File: src/fmc_pkg.sv
// Package with register map, field layout and types for the flash mode and current registers.
package fmc_pkg;

  localparam logic [2:0] ADDR_CENTRE = 3'h1;
  localparam logic [2:0] ADDR_OUTER  = 3'h2;

  localparam int MODE_HI   = 7;
  localparam int MODE_LO   = 6;
  localparam int FVR_BIT   = 5;
  localparam int CFL_HI    = 5;
  localparam int OFL_HI    = 4;

  localparam logic [1:0] MODE_RST = 2'h0;
  localparam logic [5:0] CFL_RST  = 6'h10;
  localparam logic [4:0] OFL_RST  = 5'h08;
  localparam logic [4:0] OFL_SAT  = 5'h10;

  typedef enum logic [1:0] {
    FMC_SHUTDOWN = 2'h0,
    FMC_STEADY   = 2'h1,
    FMC_FLASH    = 2'h2,
    FMC_VOLTAGE  = 2'h3
  } fmc_mode_e;

  typedef struct packed {
    logic       wr;
    logic       rd;
    logic [2:0] addr;
    logic [7:0] wdata;
  } fmc_req_s;

  typedef struct packed {
    logic shutdown;
    logic steady;
    logic flash;
    logic voltage;
    logic leds_off;
  } fmc_status_s;

endpackage

File: src/fmc_regs.sv
// Flash mode and current register pair with decoded operating controls.
// Contract
// - Mode field 00 shutdown, 01 steady light, 10 flash, 11 constant voltage.
// - Writing centre register mode bits copies them into the outer register.
// - Force voltage bit set puts the device into constant voltage operation.
// - Force voltage bit always reads back as zero.
// - Centre level is bits 5..0, resets to 010000, zero gives no current.
// - Outer level is five bits; codes at or above 10000 saturate.
// - Both levels zero turns LEDs off; voltage regulation still follows only the mode and force bit.
// - Shutdown code shuts the device down only while force bit is zero.
// - High current select chooses direct drive or high current tables.
`timescale 1ns/10ps
module fmc_regs (
  // Clock and reset
  input  wire logic              CLK_SYS,
  input  wire logic              RST,
  // Register access port
  input  wire fmc_pkg::fmc_req_s REQ,
  output logic [7:0]             RDATA,
  // Pin input
  input  wire logic              HIGH_CURRENT_SELECT,
  // Decoded controls
  output fmc_pkg::fmc_status_s   STATUS,
  output logic [5:0]             CENTRE_LED_FLASH_LEVEL,
  output logic [4:0]             OUTER_LED_FLASH_LEVEL,
  output logic                   HIGH_CURRENT_TABLE
);

  logic [1:0] mode;
  logic       force_voltage_regulation;
  logic [5:0] centre_level;
  logic [4:0] outer_level;
  logic       hcs_meta;
  logic       hcs_sync;
  logic       next_voltage;

  // Write strobe aimed at one register address.
  function automatic logic wr_hit(input fmc_pkg::fmc_req_s r, input logic [2:0] a);
    return r.wr && (r.addr == a);
  endfunction

  // The mode field is held once; both registers read the same flops so they never diverge.
  always_ff @(posedge CLK_SYS) begin
    if (RST) begin
      mode <= fmc_pkg::MODE_RST;
    end else if (wr_hit(REQ, fmc_pkg::ADDR_CENTRE) || wr_hit(REQ, fmc_pkg::ADDR_OUTER)) begin
      mode <= REQ.wdata[fmc_pkg::MODE_HI:fmc_pkg::MODE_LO];
    end
  end

  always_ff @(posedge CLK_SYS) begin
    if (RST) begin
      centre_level <= fmc_pkg::CFL_RST;
    end else if (wr_hit(REQ, fmc_pkg::ADDR_CENTRE)) begin
      centre_level <= REQ.wdata[fmc_pkg::CFL_HI:0];
    end
  end

  always_ff @(posedge CLK_SYS) begin
    if (RST) begin
      outer_level              <= fmc_pkg::OFL_RST;
      force_voltage_regulation <= 1'b0;
    end else if (wr_hit(REQ, fmc_pkg::ADDR_OUTER)) begin
      outer_level              <= REQ.wdata[fmc_pkg::OFL_HI:0];
      force_voltage_regulation <= REQ.wdata[fmc_pkg::FVR_BIT];
    end
  end

  // The select pin is asynchronous to this clock, so it is synchronised first.
  always_ff @(posedge CLK_SYS) begin
    if (RST) begin
      hcs_meta <= 1'b0;
      hcs_sync <= 1'b0;
    end else begin
      hcs_meta <= HIGH_CURRENT_SELECT;
      hcs_sync <= hcs_meta;
    end
  end

  always_comb begin
    next_voltage = (mode == fmc_pkg::FMC_VOLTAGE) || force_voltage_regulation;
  end

  always_ff @(posedge CLK_SYS) begin
    if (RST) begin
      // Reset reports shutdown, as the reset mode does, so the decode is one-hot from the start.
      STATUS <= '{shutdown: 1'b1, default: 1'b0};
    end else begin
      STATUS.shutdown <= (mode == fmc_pkg::FMC_SHUTDOWN) && !force_voltage_regulation;
      STATUS.steady   <= (mode == fmc_pkg::FMC_STEADY) && !force_voltage_regulation;
      STATUS.flash    <= (mode == fmc_pkg::FMC_FLASH) && !force_voltage_regulation;
      STATUS.voltage  <= next_voltage;
      STATUS.leds_off <= (centre_level == '0) && (outer_level == '0);
    end
  end

  // Saturation is applied here so the analog side only sees codes up to the top step.
  always_ff @(posedge CLK_SYS) begin
    if (RST) begin
      CENTRE_LED_FLASH_LEVEL <= fmc_pkg::CFL_RST;
      OUTER_LED_FLASH_LEVEL  <= fmc_pkg::OFL_RST;
      HIGH_CURRENT_TABLE     <= 1'b0;
    end else begin
      CENTRE_LED_FLASH_LEVEL <= centre_level;
      OUTER_LED_FLASH_LEVEL  <= (outer_level >= fmc_pkg::OFL_SAT) ?
                                fmc_pkg::OFL_SAT : outer_level;
      HIGH_CURRENT_TABLE     <= hcs_sync;
    end
  end

  always_ff @(posedge CLK_SYS) begin
    if (RST) begin
      RDATA <= '0;
    end else if (REQ.rd) begin
      case (REQ.addr)
        fmc_pkg::ADDR_CENTRE: RDATA <= {mode, centre_level};
        fmc_pkg::ADDR_OUTER:  RDATA <= {mode, 1'b0, outer_level};
        default:              RDATA <= '0;
      endcase
    end
  end

  property p_mirror;
    @(posedge CLK_SYS) disable iff (RST)
      (REQ.wr && REQ.addr == fmc_pkg::ADDR_CENTRE && !REQ.rd) ##1 (REQ.rd &&
      REQ.addr == fmc_pkg::ADDR_OUTER && !REQ.wr)
      |=> (RDATA[fmc_pkg::MODE_HI:fmc_pkg::MODE_LO] ==
           $past(REQ.wdata[fmc_pkg::MODE_HI:fmc_pkg::MODE_LO], 2));
  endproperty
  a_mirror: assert property (p_mirror) else $error("mode not mirrored");

  property p_force_zero;
    @(posedge CLK_SYS) disable iff (RST)
      (REQ.rd && REQ.addr == fmc_pkg::ADDR_OUTER) |=> (RDATA[fmc_pkg::FVR_BIT] == 1'b0);
  endproperty
  a_force_zero: assert property (p_force_zero) else $error("force bit read nonzero");

  property p_force_voltage;
    @(posedge CLK_SYS) disable iff (RST)
      (REQ.wr && REQ.addr == fmc_pkg::ADDR_OUTER && REQ.wdata[fmc_pkg::FVR_BIT]) ##1 !REQ.wr
      |=> (STATUS.voltage && !STATUS.shutdown);
  endproperty
  a_force_voltage: assert property (p_force_voltage) else $error("force mode ignored");

  property p_shutdown;
    @(posedge CLK_SYS) disable iff (RST)
      STATUS.shutdown |-> $past(mode) == fmc_pkg::FMC_SHUTDOWN && !$past(force_voltage_regulation);
  endproperty
  a_shutdown: assert property (p_shutdown) else $error("bad shutdown");

  property p_decode;
    @(posedge CLK_SYS) disable iff (RST)
      $countones({STATUS.shutdown, STATUS.steady, STATUS.flash, STATUS.voltage}) == 1;
  endproperty
  a_decode: assert property (p_decode) else $error("mode decode not one-hot");

  property p_saturate;
    @(posedge CLK_SYS) disable iff (RST)
      (outer_level >= fmc_pkg::OFL_SAT) |=> (OUTER_LED_FLASH_LEVEL == fmc_pkg::OFL_SAT);
  endproperty
  a_saturate: assert property (p_saturate) else $error("outer level not saturated");

  property p_leds_off;
    @(posedge CLK_SYS) disable iff (RST)
      (centre_level == '0 && outer_level == '0) |=> STATUS.leds_off;
  endproperty
  a_leds_off: assert property (p_leds_off) else $error("leds not off");

  property p_centre;
    @(posedge CLK_SYS) disable iff (RST)
      (REQ.wr && REQ.addr == fmc_pkg::ADDR_CENTRE) ##2 !$past(REQ.wr)
      |-> CENTRE_LED_FLASH_LEVEL == $past(REQ.wdata[fmc_pkg::CFL_HI:0], 2);
  endproperty
  a_centre: assert property (p_centre) else $error("centre level wrong");

  property p_hcs;
    @(posedge CLK_SYS) disable iff (RST)
      HIGH_CURRENT_SELECT [*3] |=> HIGH_CURRENT_TABLE;
  endproperty
  a_hcs: assert property (p_hcs) else $error("high current select lost");

  property p_hcs_low;
    @(posedge CLK_SYS) disable iff (RST)
      (!HIGH_CURRENT_SELECT) [*3] |=> !HIGH_CURRENT_TABLE;
  endproperty
  a_hcs_low: assert property (p_hcs_low) else $error("direct drive select lost");

  property p_mode_read;
    @(posedge CLK_SYS) disable iff (RST)
      (REQ.rd && (REQ.addr == fmc_pkg::ADDR_CENTRE || REQ.addr == fmc_pkg::ADDR_OUTER))
      |=> (RDATA[fmc_pkg::MODE_HI:fmc_pkg::MODE_LO] == $past(mode));
  endproperty
  a_mode_read: assert property (p_mode_read) else $error("mode read back wrong");

  property p_steady;
    @(posedge CLK_SYS) disable iff (RST)
      (mode == fmc_pkg::FMC_STEADY && !force_voltage_regulation) |=> STATUS.steady;
  endproperty
  a_steady: assert property (p_steady) else $error("steady light not decoded");

  property p_flash;
    @(posedge CLK_SYS) disable iff (RST)
      (mode == fmc_pkg::FMC_FLASH && !force_voltage_regulation) |=> STATUS.flash;
  endproperty
  a_flash: assert property (p_flash) else $error("flash not decoded");

  property p_voltage_mode;
    @(posedge CLK_SYS) disable iff (RST)
      (mode == fmc_pkg::FMC_VOLTAGE) |=> STATUS.voltage;
  endproperty
  a_voltage_mode: assert property (p_voltage_mode) else $error("voltage mode not decoded");

  property p_outer_pass;
    @(posedge CLK_SYS) disable iff (RST)
      (outer_level < fmc_pkg::OFL_SAT) |=> (OUTER_LED_FLASH_LEVEL == $past(outer_level));
  endproperty
  a_outer_pass: assert property (p_outer_pass) else $error("outer level altered");

  c_flash: cover property (@(posedge CLK_SYS) disable iff (RST) STATUS.flash);
  c_steady: cover property (@(posedge CLK_SYS) disable iff (RST) STATUS.steady);
  c_off: cover property (@(posedge CLK_SYS) disable iff (RST) STATUS.leds_off);
  c_force: cover property (@(posedge CLK_SYS) disable iff (RST) STATUS.voltage);
  c_shutdown: cover property (@(posedge CLK_SYS) disable iff (RST) STATUS.shutdown);

endmodule

File: config.mk
export PLATFORM = sky130hd
export DESIGN_NAME = fmc_regs
export DESIGN_NICKNAME = d
export VERILOG_FILES = /design/src/fmc_pkg.sv /design/src/fmc_regs.sv
export SDC_FILE = /design/constraint.sdc
export NUM_CORES = 1
export LEC_CHECK = 0
export BUFFER_PORTS_ARGS = -buffer_cell sky130_fd_sc_hd__buf_2
export CAP_MARGIN = 10
export CORE_ASPECT_RATIO = 0.75
export CORE_MARGIN = 4
export CORE_UTILIZATION = 45
export CTS_CLUSTER_SIZE = 12
export DETAILED_ROUTE_END_ITERATION = 16
export PLACE_DENSITY = 0.7
export SYNTH_ARGS = -nofsm -noshare
export SYNTH_HDL_FRONTEND = slang
export SYNTH_SLANG_ARGS = --single-unit
File: constraint.sdc
create_clock -name CLK_SYS -period 2.4 [get_ports CLK_SYS]
set_clock_uncertainty 0.15 [all_clocks]
set_input_delay 0.12 -clock CLK_SYS [delete_from_list [all_inputs] [get_ports CLK_SYS]]
set_output_delay 0.12 -clock CLK_SYS [all_outputs]
set_load 0.005 [all_outputs]
==> out/metrics.yaml, run 1 <==
cts:
  clock_latency_ns: 0.29
  hold_buffers: 10
  cts_tree: "built"
  cts_max_level: 2
  post_cts_buffers: 0
  clk_path_buf_depth: 2
  post_cts_resized: 0
  cts_buffers: 5
  clockRootBuffer: "clkbuf_8"
  clkTransAtPathRegs_ns: 0.07
  cts.sinks: 41
power:
  ir_drop_mv: 0.329
  swShare: 0.214
  p_int_uw: 969
  fin_total_pwr_mw: 1.23
  power.leakage_nw: 0.778
  p_comb_frac: 0.072
  switchingPower_uw: 264
  p_per_area_nw_per_um2: 666
  clkPwrFrac: 0.357
  p_seq_frac: 0.571
setup_path:
  worstPathRequired_ns: 2.44
  ff2ff_path_depth: 2
  endpoint: "RDATA[0]"
  startpoint: "REQ[11]"
  crit_path_start_kind: "primary input"
  cp.arrival_ns: 1.38
  cp_max_fo: 8
  r2r-start: "mode[1]"
  cp-end-kind: "flop"
  reg2reg_to: "STATUS[4]"
  path_class: "primary input to flop"
  rrSetupSlack_ns: 1.37
grt:
  grt_max_degree: 42
  grt_pass1_vias: 1143
  grt_pass1_wl_mm: 5.21
  antenna_found_initial: 0
  grt_use_total: 0.162
  grt_overflow_total: 0
die:
  die_area_um2: 4230
  dieWidth_um: 73.8
  initial_core_util: 0.483
  die_y_um: 57.3
  rows: 17
  core_area_um2: 3020
  ios: 41
synthesis:
  ys_warn_count: 0
  netlist_area_um2: 1460
  synth_edf_count: 0
  async_flop_share: 0
  synth_fp_nets: 151
  yosys.area_share.simple: 0.210
  synth_compound_area_frac: 0.0917
  ys.flop_type: "dfxtp_1"
  netlist_instances: 135
  synthMuxAreaShare: 0.0823
  synth_top_family_by_area: "simple AND/OR/NAND/NOR gates"
  synthAdderAreaFrac: 0
  yosys.area_share.xor_xnor: 0.00600
  yosysSeqAreaShare: 0.562
  syn_area_per_cell_um2: 10.8
  synth_seq_cells: 41
  synth_cell_types: 29
placement:
  place_hpwl_mm: 2.18
  port_buffers: 40
  gp_congestion: 0.753
  post_dp_cell_area_um2: 1660
timing:
  max_slew_margin: 0.559
  period_needed_ns: 1.34
  rsz0062_at_grt: "no"
  tightest_slew_ns: 0.661
  hold_viol: 0
  tns_ns: 0
  max_freq_mhz: 748
  setup_violations: 0
  period_share: 0.557
  holdWs_ns: 0.0363
  slew_viol_final: 0
cells_and_area:
  multiInputGateArea_um2: 569
  fin_area_um2: 1850
  postLayoutCoreUtil: 0.613
  synthToLayoutAreaGrowth_pct: 26.7
  drive_gt1_frac: 0.281
  fillers: 260
  ff_latch_area_um2: 821
  n_antenna_cell: 0
  nNetsFinal: 201
flow_run:
  cap_viol_max_count: 0
routing:
  first_pass_iters: 4
  route.detailed.drc: 0
  wl_mm: 3.02
  viasPerCell: 5.02
  drt_iter0_drc: 44
  ant_nets: 0
  routedWlPerCell_um: 13.6
  vias: 1119
status:
  status: "finished, final reports clean"
min_path:
  min_path_type: "primary input to flop"
[per-stage QoR]
step	worst slack [ns]	instances
after CTS	1.06	223
after floorplan	1.34	135
after detailed placement	1.03	206
after global routing	0.992	223
after global placement	1.05	206
final	1.06	223
[synthesized netlist by cell type (2+ instances only)]
master	instances	share of area
dfxtp_1	41	0.56
nor2_1	16	0.041
mux2i_1	12	0.082
nor2b_1	9	0.039
inv_1	7	0.018
a22oi_1	5	0.026
nand2b_1	5	0.021
o32ai_1	5	0.030
and2_1	3	0.013
clkbuf_1	3	0.0077
a211o_1	2	0.012
a21oi_1	2	0.0069
a32oi_1	2	0.012
and2b_4	2	0.014
and4bb_1	2	0.017
buf_6	2	0.015
nor2b_2	2	0.012
nor4_1	2	0.0086
nor4b_1	2	0.012
or2_2	2	0.0086
[power groups by stage]
stage / registers (mW) / logic (mW) / clock network [mW]
after floorplan: 0.717 / 0.0482 / 0
after global placement: 0.719 / 0.0739 / 0
after global routing: 0.706 / 0.0992 / 0.476
after detailed placement: 0.719 / 0.0761 / 0
after CTS: 0.704 / 0.0887 / 0.449
final: 0.704 / 0.0885 / 0.440
[flip-flops by register name (all words and copies together), names as in the netlist]
name,count
CENTRE_LED_FLASH_LEVEL,6
HIGH_CURRENT_TABLE,1
OUTER_LED_FLASH_LEVEL,5
RDATA,8
STATUS,5
centre_level,6
force_voltage_regulation,1
hcs_meta,1
hcs_sync,1
mode,2
outer_level,5
[final cells by class]
class                   count  share of cell area
clock buffers               7              0.0467
inverters                   7              0.0142
multi-input cells          80               0.308
flip-flops and latches     41               0.444
well taps                  38              0.0257
repair buffers             50               0.162
[kinds of logic after synthesis]
| family | count (synthesis) |
|---|---|
| buffers and inverters | 14 |
| xor gates and xnor gates | 1 |
| DFF | 41 |
| AOI/OAI and AO/OA | 17 |
| and+or+nand+nor | 50 |
| muxes | 12 |
[worst min-delay path by stage]
stage | endpoint | slack [ns] | from | cells after the start
after floorplan | centre_level[4] | 0.09 | REQ[4] | 1
after global placement | hcs_meta | 0.18 | HIGH_CURRENT_SELECT | 2
after detailed placement | hcs_meta | 0.18 | HIGH_CURRENT_SELECT | 2
after CTS | RDATA[5] | 0.03 | REQ[10] | 3
after global routing | RDATA[5] | 0.05 | REQ[10] | 3
final | RDATA[5] | 0.04 | REQ[10] | 3
[metal layers]
metal	track usage	up-vias	wire [um]
met5	0	-	0
met4	0.0853	0	66
met3	0.0581	7	194
met2	0.241	33	1320
met1	0.205	514	1440
li1	-	565	-
[layout by cell type (no fill, tap or decap), drive strengths merged, types with 3 or more instances in the layout]
| cell type | instances |
|---|---|
| a22oi | 5 |
| o32ai | 5 |
| buf | 40 |
| inv | 7 |
| nor2 | 16 |
| nor2b | 11 |
| clkbuf | 7 |
| mux2i | 12 |
| dlygate4sd3 | 10 |
| and2 | 3 |
| nand2b | 5 |
| dfxtp | 41 |
[critical path, stage by stage]
cell and delay [ns]:
dlygate4sd3_1 0.52, buf_2 0.18, nor2b_1 0.24, nand2b_1 0.17, o32ai_1 0.15
(Power assumes the default switching activity.)
==> inputs of run 2 (changes only) <==
Settings changed: PLACE_DENSITY 0.7 to 0.73.
Clock period 2.4 ns to 1.1 ns, I/O delays scaled along.
==> run 2 against run 1 <==
Net effect:
- the run now ends with negative hold slack left
- routed wire length grew 13%
- non-clock buffer count grew 12
- count of clock-buffer cells in the layout shrank 2
- worst setup slack lost 1.0 ns
- global-route usage grew 1.6 points
- via count grew 5.5%
- total power grew 130%
- critical path depth shrank 3
- sequential share of layout area shrank 2.7 points
- clock power grew to 2.5 times the previous value
- die area is the same
==> out/metrics.yaml, run 2 (synthesis gave the netlist of run 1 again) <==
cts:
  post_cts_buffers: 0
  clk_path_buf_depth: 2
  cts_max_level: 2
  clkTransAtPathRegs_ns: 0.07
  clockRootBuffer: "clkbuf_8"
  cts.sinks: 41
  cts_tree: "built"
  cts_buffers: 5
  clock_latency_ns: 0.29
setup_path:
  worstPathRequired_ns: 1.17
  cp.arrival_ns: 1.15
  path_class: "flop to flop"
  cp-end-kind: "flop"
  cp_max_fo: 4
  startpoint: "outer_level[1]"
  r2r-start: "outer_level[1]"
  crit_path_start_kind: "flop"
timing:
  setup_violations: 0
  max_slew_margin: 0.719
  slew_viol_final: 0
  tightest_slew_ns: 0.422
  period_share: 0.984
  rsz0062_at_grt: "yes"
  max_freq_mhz: 924
  hold_viol: 2
  period_needed_ns: 1.08
  holdWs_ns: -0.0101
die:
  rows: 17
  core_area_um2: 3020
  die_y_um: 57.3
  die_area_um2: 4230
  ios: 41
  dieWidth_um: 73.8
  initial_core_util: 0.483
cells_and_area:
  final_cell_mix: "dfxtp_1 (41), buf_2 (40), nor2_1 (16)"
  nNetsFinal: 213
  synthToLayoutAreaGrowth_pct: 34.9
  fin_area_um2: 1970
  largest_register_ffs: 8
  final_cells: 235
  n_antenna_cell: 0
  final_common_cell: "dfxtp_1"
  top_register: "RDATA"
  reg.largest.list: "RDATA (8), CENTRE_LED_FLASH_LEVEL (6), centre_level (6)"
  drive_gt1_frac: 0.325
  postLayoutCoreUtil: 0.652
routing:
  drt_iter0_drc: 80
  viasPerCell: 5.02
  routedWlPerCell_um: 14.5
  ant_nets: 0
  first_pass_iters: 4
  wl_mm: 3.42
  vias: 1180
  route.detailed.drc: 0
grt:
  antenna_found_initial: 0
  grt_max_degree: 17
  grt_use_total: 0.178
  grt_pass1_vias: 1119
  grt_pass1_wl_mm: 5.59
  grt_overflow_total: 0
min_path:
  min_path_type: "primary input to flop"
  min_from: "REQ[11]"
placement:
  dp_cells: 216
  port_buffers: 40
  post_dp_cell_area_um2: 1740
  place_hpwl_mm: 2.45
  gp_congestion: 0.854
power:
  ir_drop_mv: 0.835
  p_per_area_nw_per_um2: 1470
  power.leakage_nw: 0.845
flow_run:
  cap_viol_max_count: 0
status:
  violations: "negative hold slack"
  status: "finished, violations left"
==> run 2: timing repair <==
action / 4_1_cts / 5_1_grt
endpoints found under the hold margin: 20 / 0
resized for setup: 0 / 1
hold buffers: 12 / 0
endpoints found under the setup margin: 0 / 3
==> run 2: layout make-up <==
cell class,instances,area (um2)
clock buffer,5,68.8
clock inverter,2,35.0
fill,251,1050
inverter,7,26.3
multi-input combinational,80,576
sequential,41,821
tap,38,47.5
timing repair buffer,62,395
==> run 2: final timing paths <==
| kind | depth (start not counted) | to | slack [ns] |
|---|---|---|---|
| worst min register to register | 1 | HIGH_CURRENT_TABLE | 0.29 |
| worst max-delay path | 2 | STATUS[0] | 0.02 |
| worst min-delay path | 3 | RDATA[4] | -0.01 |
| worst max register to register | 2 | STATUS[0] | 0.02 |
==> run 2: critical path, cell delays in order, from the launching register on <==
cell	delay, ns
dfxtp_1	0.36
nor4_2	0.26
and4_1	0.24
==> run 2: report_power, final <==
group,switching (mW),leakage [nW],internal [mW]
clock network,0.465,0.0540,0.659
logic,0.102,0.459,0.132
registers,0.0225,0.332,1.51
==> run 2: per-stage QoR <==
| step | worst slack [ns] | hold WS, ns | power (mW) | setup TNS [ns] |
|---|---|---|---|---|
| 6_report | 0.0174 | -0.0101 | 2.89 | 0 |
| 5_1_grt | -0.0681 | 0.00246 | 3.02 | -0.102 |
| 4_1_cts | 0.0405 | -0.0171 | 2.92 | 0 |
| 3_5_place_dp | -0.200 | 0.119 | 1.77 | -1.97 |
| 3_3_place_gp | -0.146 | 0.114 | 1.76 | -1.29 |
| 2_1_floorplan | 0.104 | 0.0228 | 1.67 | 0 |
==> run 2: metal layers <==
layer / wire, um / vias up / GRT usage
met3: 330 / 4 / 0.0739
li1: - / 585 / -
met1: 1560 / 541 / 0.242
met5: 0 / - / 0
met2: 1500 / 50 / 0.264
met4: 28 / 0 / 0.0388
==> inputs of run 3 (changes only) <==
Settings changed: REMOVE_ABC_BUFFERS set to 1.
==> run 3 against run 2 <==
Net effect:
- the run still ends with negative hold slack left
- count of clock-buffer cells in the layout unchanged
- die area unchanged
- final area decreased by 2.5%
- critical path depth is the same
- total power is 6.9% lower
- worst setup slack improved by 0.032 ns
- register-to-register slack better by 0.03 ns
- routed wire length down 7.1%
- critical endpoint is now outer_level[3]
- highest routed layer unchanged
==> out/metrics.yaml, run 3 (synthesis gave the netlist of run 1 again) <==
timing:
  rsz0062_at_grt: "no"
  tightest_slew_ns: 0.393
  period_needed_ns: 1.05
  hold_viol: 8
  slew_viol_final: 0
  setup_ws_ns: 0.0496
  setup_violations: 0
  max_freq_mhz: 952
  holdWs_ns: -0.0142
  period_share: 0.955
  max_slew_margin: 0.738
cells_and_area:
  nNetsFinal: 210
  final_cell_mix: "dfxtp_1 (41), buf_2 (39), nor2_1 (16)"
  largest_register_ffs: 8
  n_antenna_cell: 0
  synthToLayoutAreaGrowth_pct: 31.5
  multiInputGateArea_um2: 569
  reg.largest.list: "RDATA (8), CENTRE_LED_FLASH_LEVEL (6), centre_level (6)"
  fillers: 251
  final_cells: 233
  ff_latch_area_um2: 821
  final_common_cell: "dfxtp_1"
  top_register: "RDATA"
  drive_gt1_frac: 0.323
placement:
  gp_congestion: 0.800
  place_hpwl_mm: 2.29
  pre_cts_slack_ns: -0.192
  dp_cells: 215
  port_buffers: 40
cts:
  post_cts_buffers: 0
  clk_path_buf_depth: 2
  cts_tree: "built"
  clock_latency_ns: 0.29
  cts_max_level: 2
  cts_buffers: 5
  clockRootBuffer: "clkbuf_8"
  cts.sinks: 41
  clkTransAtPathRegs_ns: 0.08
  hold_buffers: 10
grt:
  grt_pass1_vias: 1122
  grt_pass1_wl_mm: 5.28
  grt_max_degree: 19
  antenna_found_initial: 0
  grt_overflow_total: 0
  grt_use_total: 0.166
die:
  die_area_um2: 4230
  ios: 41
  initial_core_util: 0.483
  rows: 17
  die_y_um: 57.3
  core_area_um2: 3020
  dieWidth_um: 73.8
setup_path:
  cp_cell_sequence: "nor2b_2 -> a211o_1"
  crit_path_start_kind: "flop"
  worst_path_largest_cell_delay_ns: 0.36
  r2r-start: "outer_level[3]"
  reg2reg_to: "outer_level[3]"
  worst_path_dominant_cell_family: "flip-flops"
  slowest_stage: "dfxtp_1"
  ff2ff_path_depth: 2
  cp.arrival_ns: 1.09
  path_class: "flop to flop"
  crit_buf_inv: 0
  cp-end-kind: "flop"
  rrSetupSlack_ns: 0.05
  cp.depth: 2
  endpoint: "outer_level[3]"
  worstPathRequired_ns: 1.14
  cp_max_fo: 4
  startpoint: "outer_level[3]"
routing:
  viasPerCell: 5.09
  wl_met3_um: 215
  route.detailed.drc: 0
  routedWlPerCell_um: 13.6
  drt_iter0_drc: 84
  maxUsedRoutingLayer: "met4"
  vias: 1186
  wl_mm: 3.17
  wl_met2_mm: 1.40
  wl_met1_mm: 1.49
  first_pass_iters: 4
  ant_nets: 0
min_path:
  min_from: "REQ[11]"
  hold_path_depth: 3
  min_path_type: "primary input to flop"
flow_run:
  cap_viol_max_count: 0
power:
  p_per_area_nw_per_um2: 1400
  ir_drop_mv: 0.754
  fin_total_pwr_mw: 2.69
  power.leakage_nw: 0.821
status:
  violations: "negative hold slack"
  status: "finished, violations left"
run 3: cell types whose count changed in the layout (fill, tap and decap cells not counted), sizes merged:
| cell | previous run | this run |
|---|---|---|
| clkinvlp | 0 | 1 |
| bufinv | 1 | 0 |
| dlygate4sd3 | 12 | 10 |
| clkinv | 1 | 2 |
| buf | 50 | 48 |
| clkbuf | 5 | 6 |
run 3: worst min path at each step:
stage,end,slack [ns]
floorplan,OUTER_LED_FLASH_LEVEL[4],-0.03
global placement,hcs_meta,0.12
detailed placement,hcs_meta,0.12
CTS,RDATA[4],-0.03
global route,STATUS[3],-0.02
finish,RDATA[4],-0.01
run 3: cell type report:
cell class                      instances  area share
Tap cell                               38      0.0248
Inverter                                7      0.0137
Sequential cell                        41       0.427
Multi-Input combinational cell         80       0.296
Clock buffer                            5      0.0358
Timing Repair Buffer                   59       0.193
Clock inverter                          3     0.00912
run 3: routing by layer:
layer / vias to the layer above / global-route usage
met1: 559 / 0.224
met2: 36 / 0.241
li1: 582 / -
met5: - / 0
met3: 9 / 0.0493
met4: 0 / 0.0827
run 3: worst min-delay path, stage by stage:
cell and delay (ns):
buf_2 0.09, buf_4 0.14, o32ai_1 0.09
run 3: repair_timing:
item	4_1_cts	5_1_grt
endpoints found under the setup margin	0	3
gates resized for setup	0	1
hold endpoints to repair	22	6
run 3: report_power, final:
group,switching [mW],internal [mW]
Sequential,0.0212,1.51
Combinational,0.100,0.125
Clock,0.497,0.437
run 3: through the flow:
| step | setup TNS, ns | util | instance area, um2 |
|---|---|---|---|
| 2_1_floorplan | 0 | - | 1420 |
| 3_3_place_gp | -1.40 | 0.573 | 1730 |
| 3_5_place_dp | -1.92 | 0.573 | 1730 |
| 4_1_cts | 0 | 0.635 | 1920 |
| 5_1_grt | 0 | 0.636 | 1920 |
| 6_report | 0 | 0.636 | 1920 |
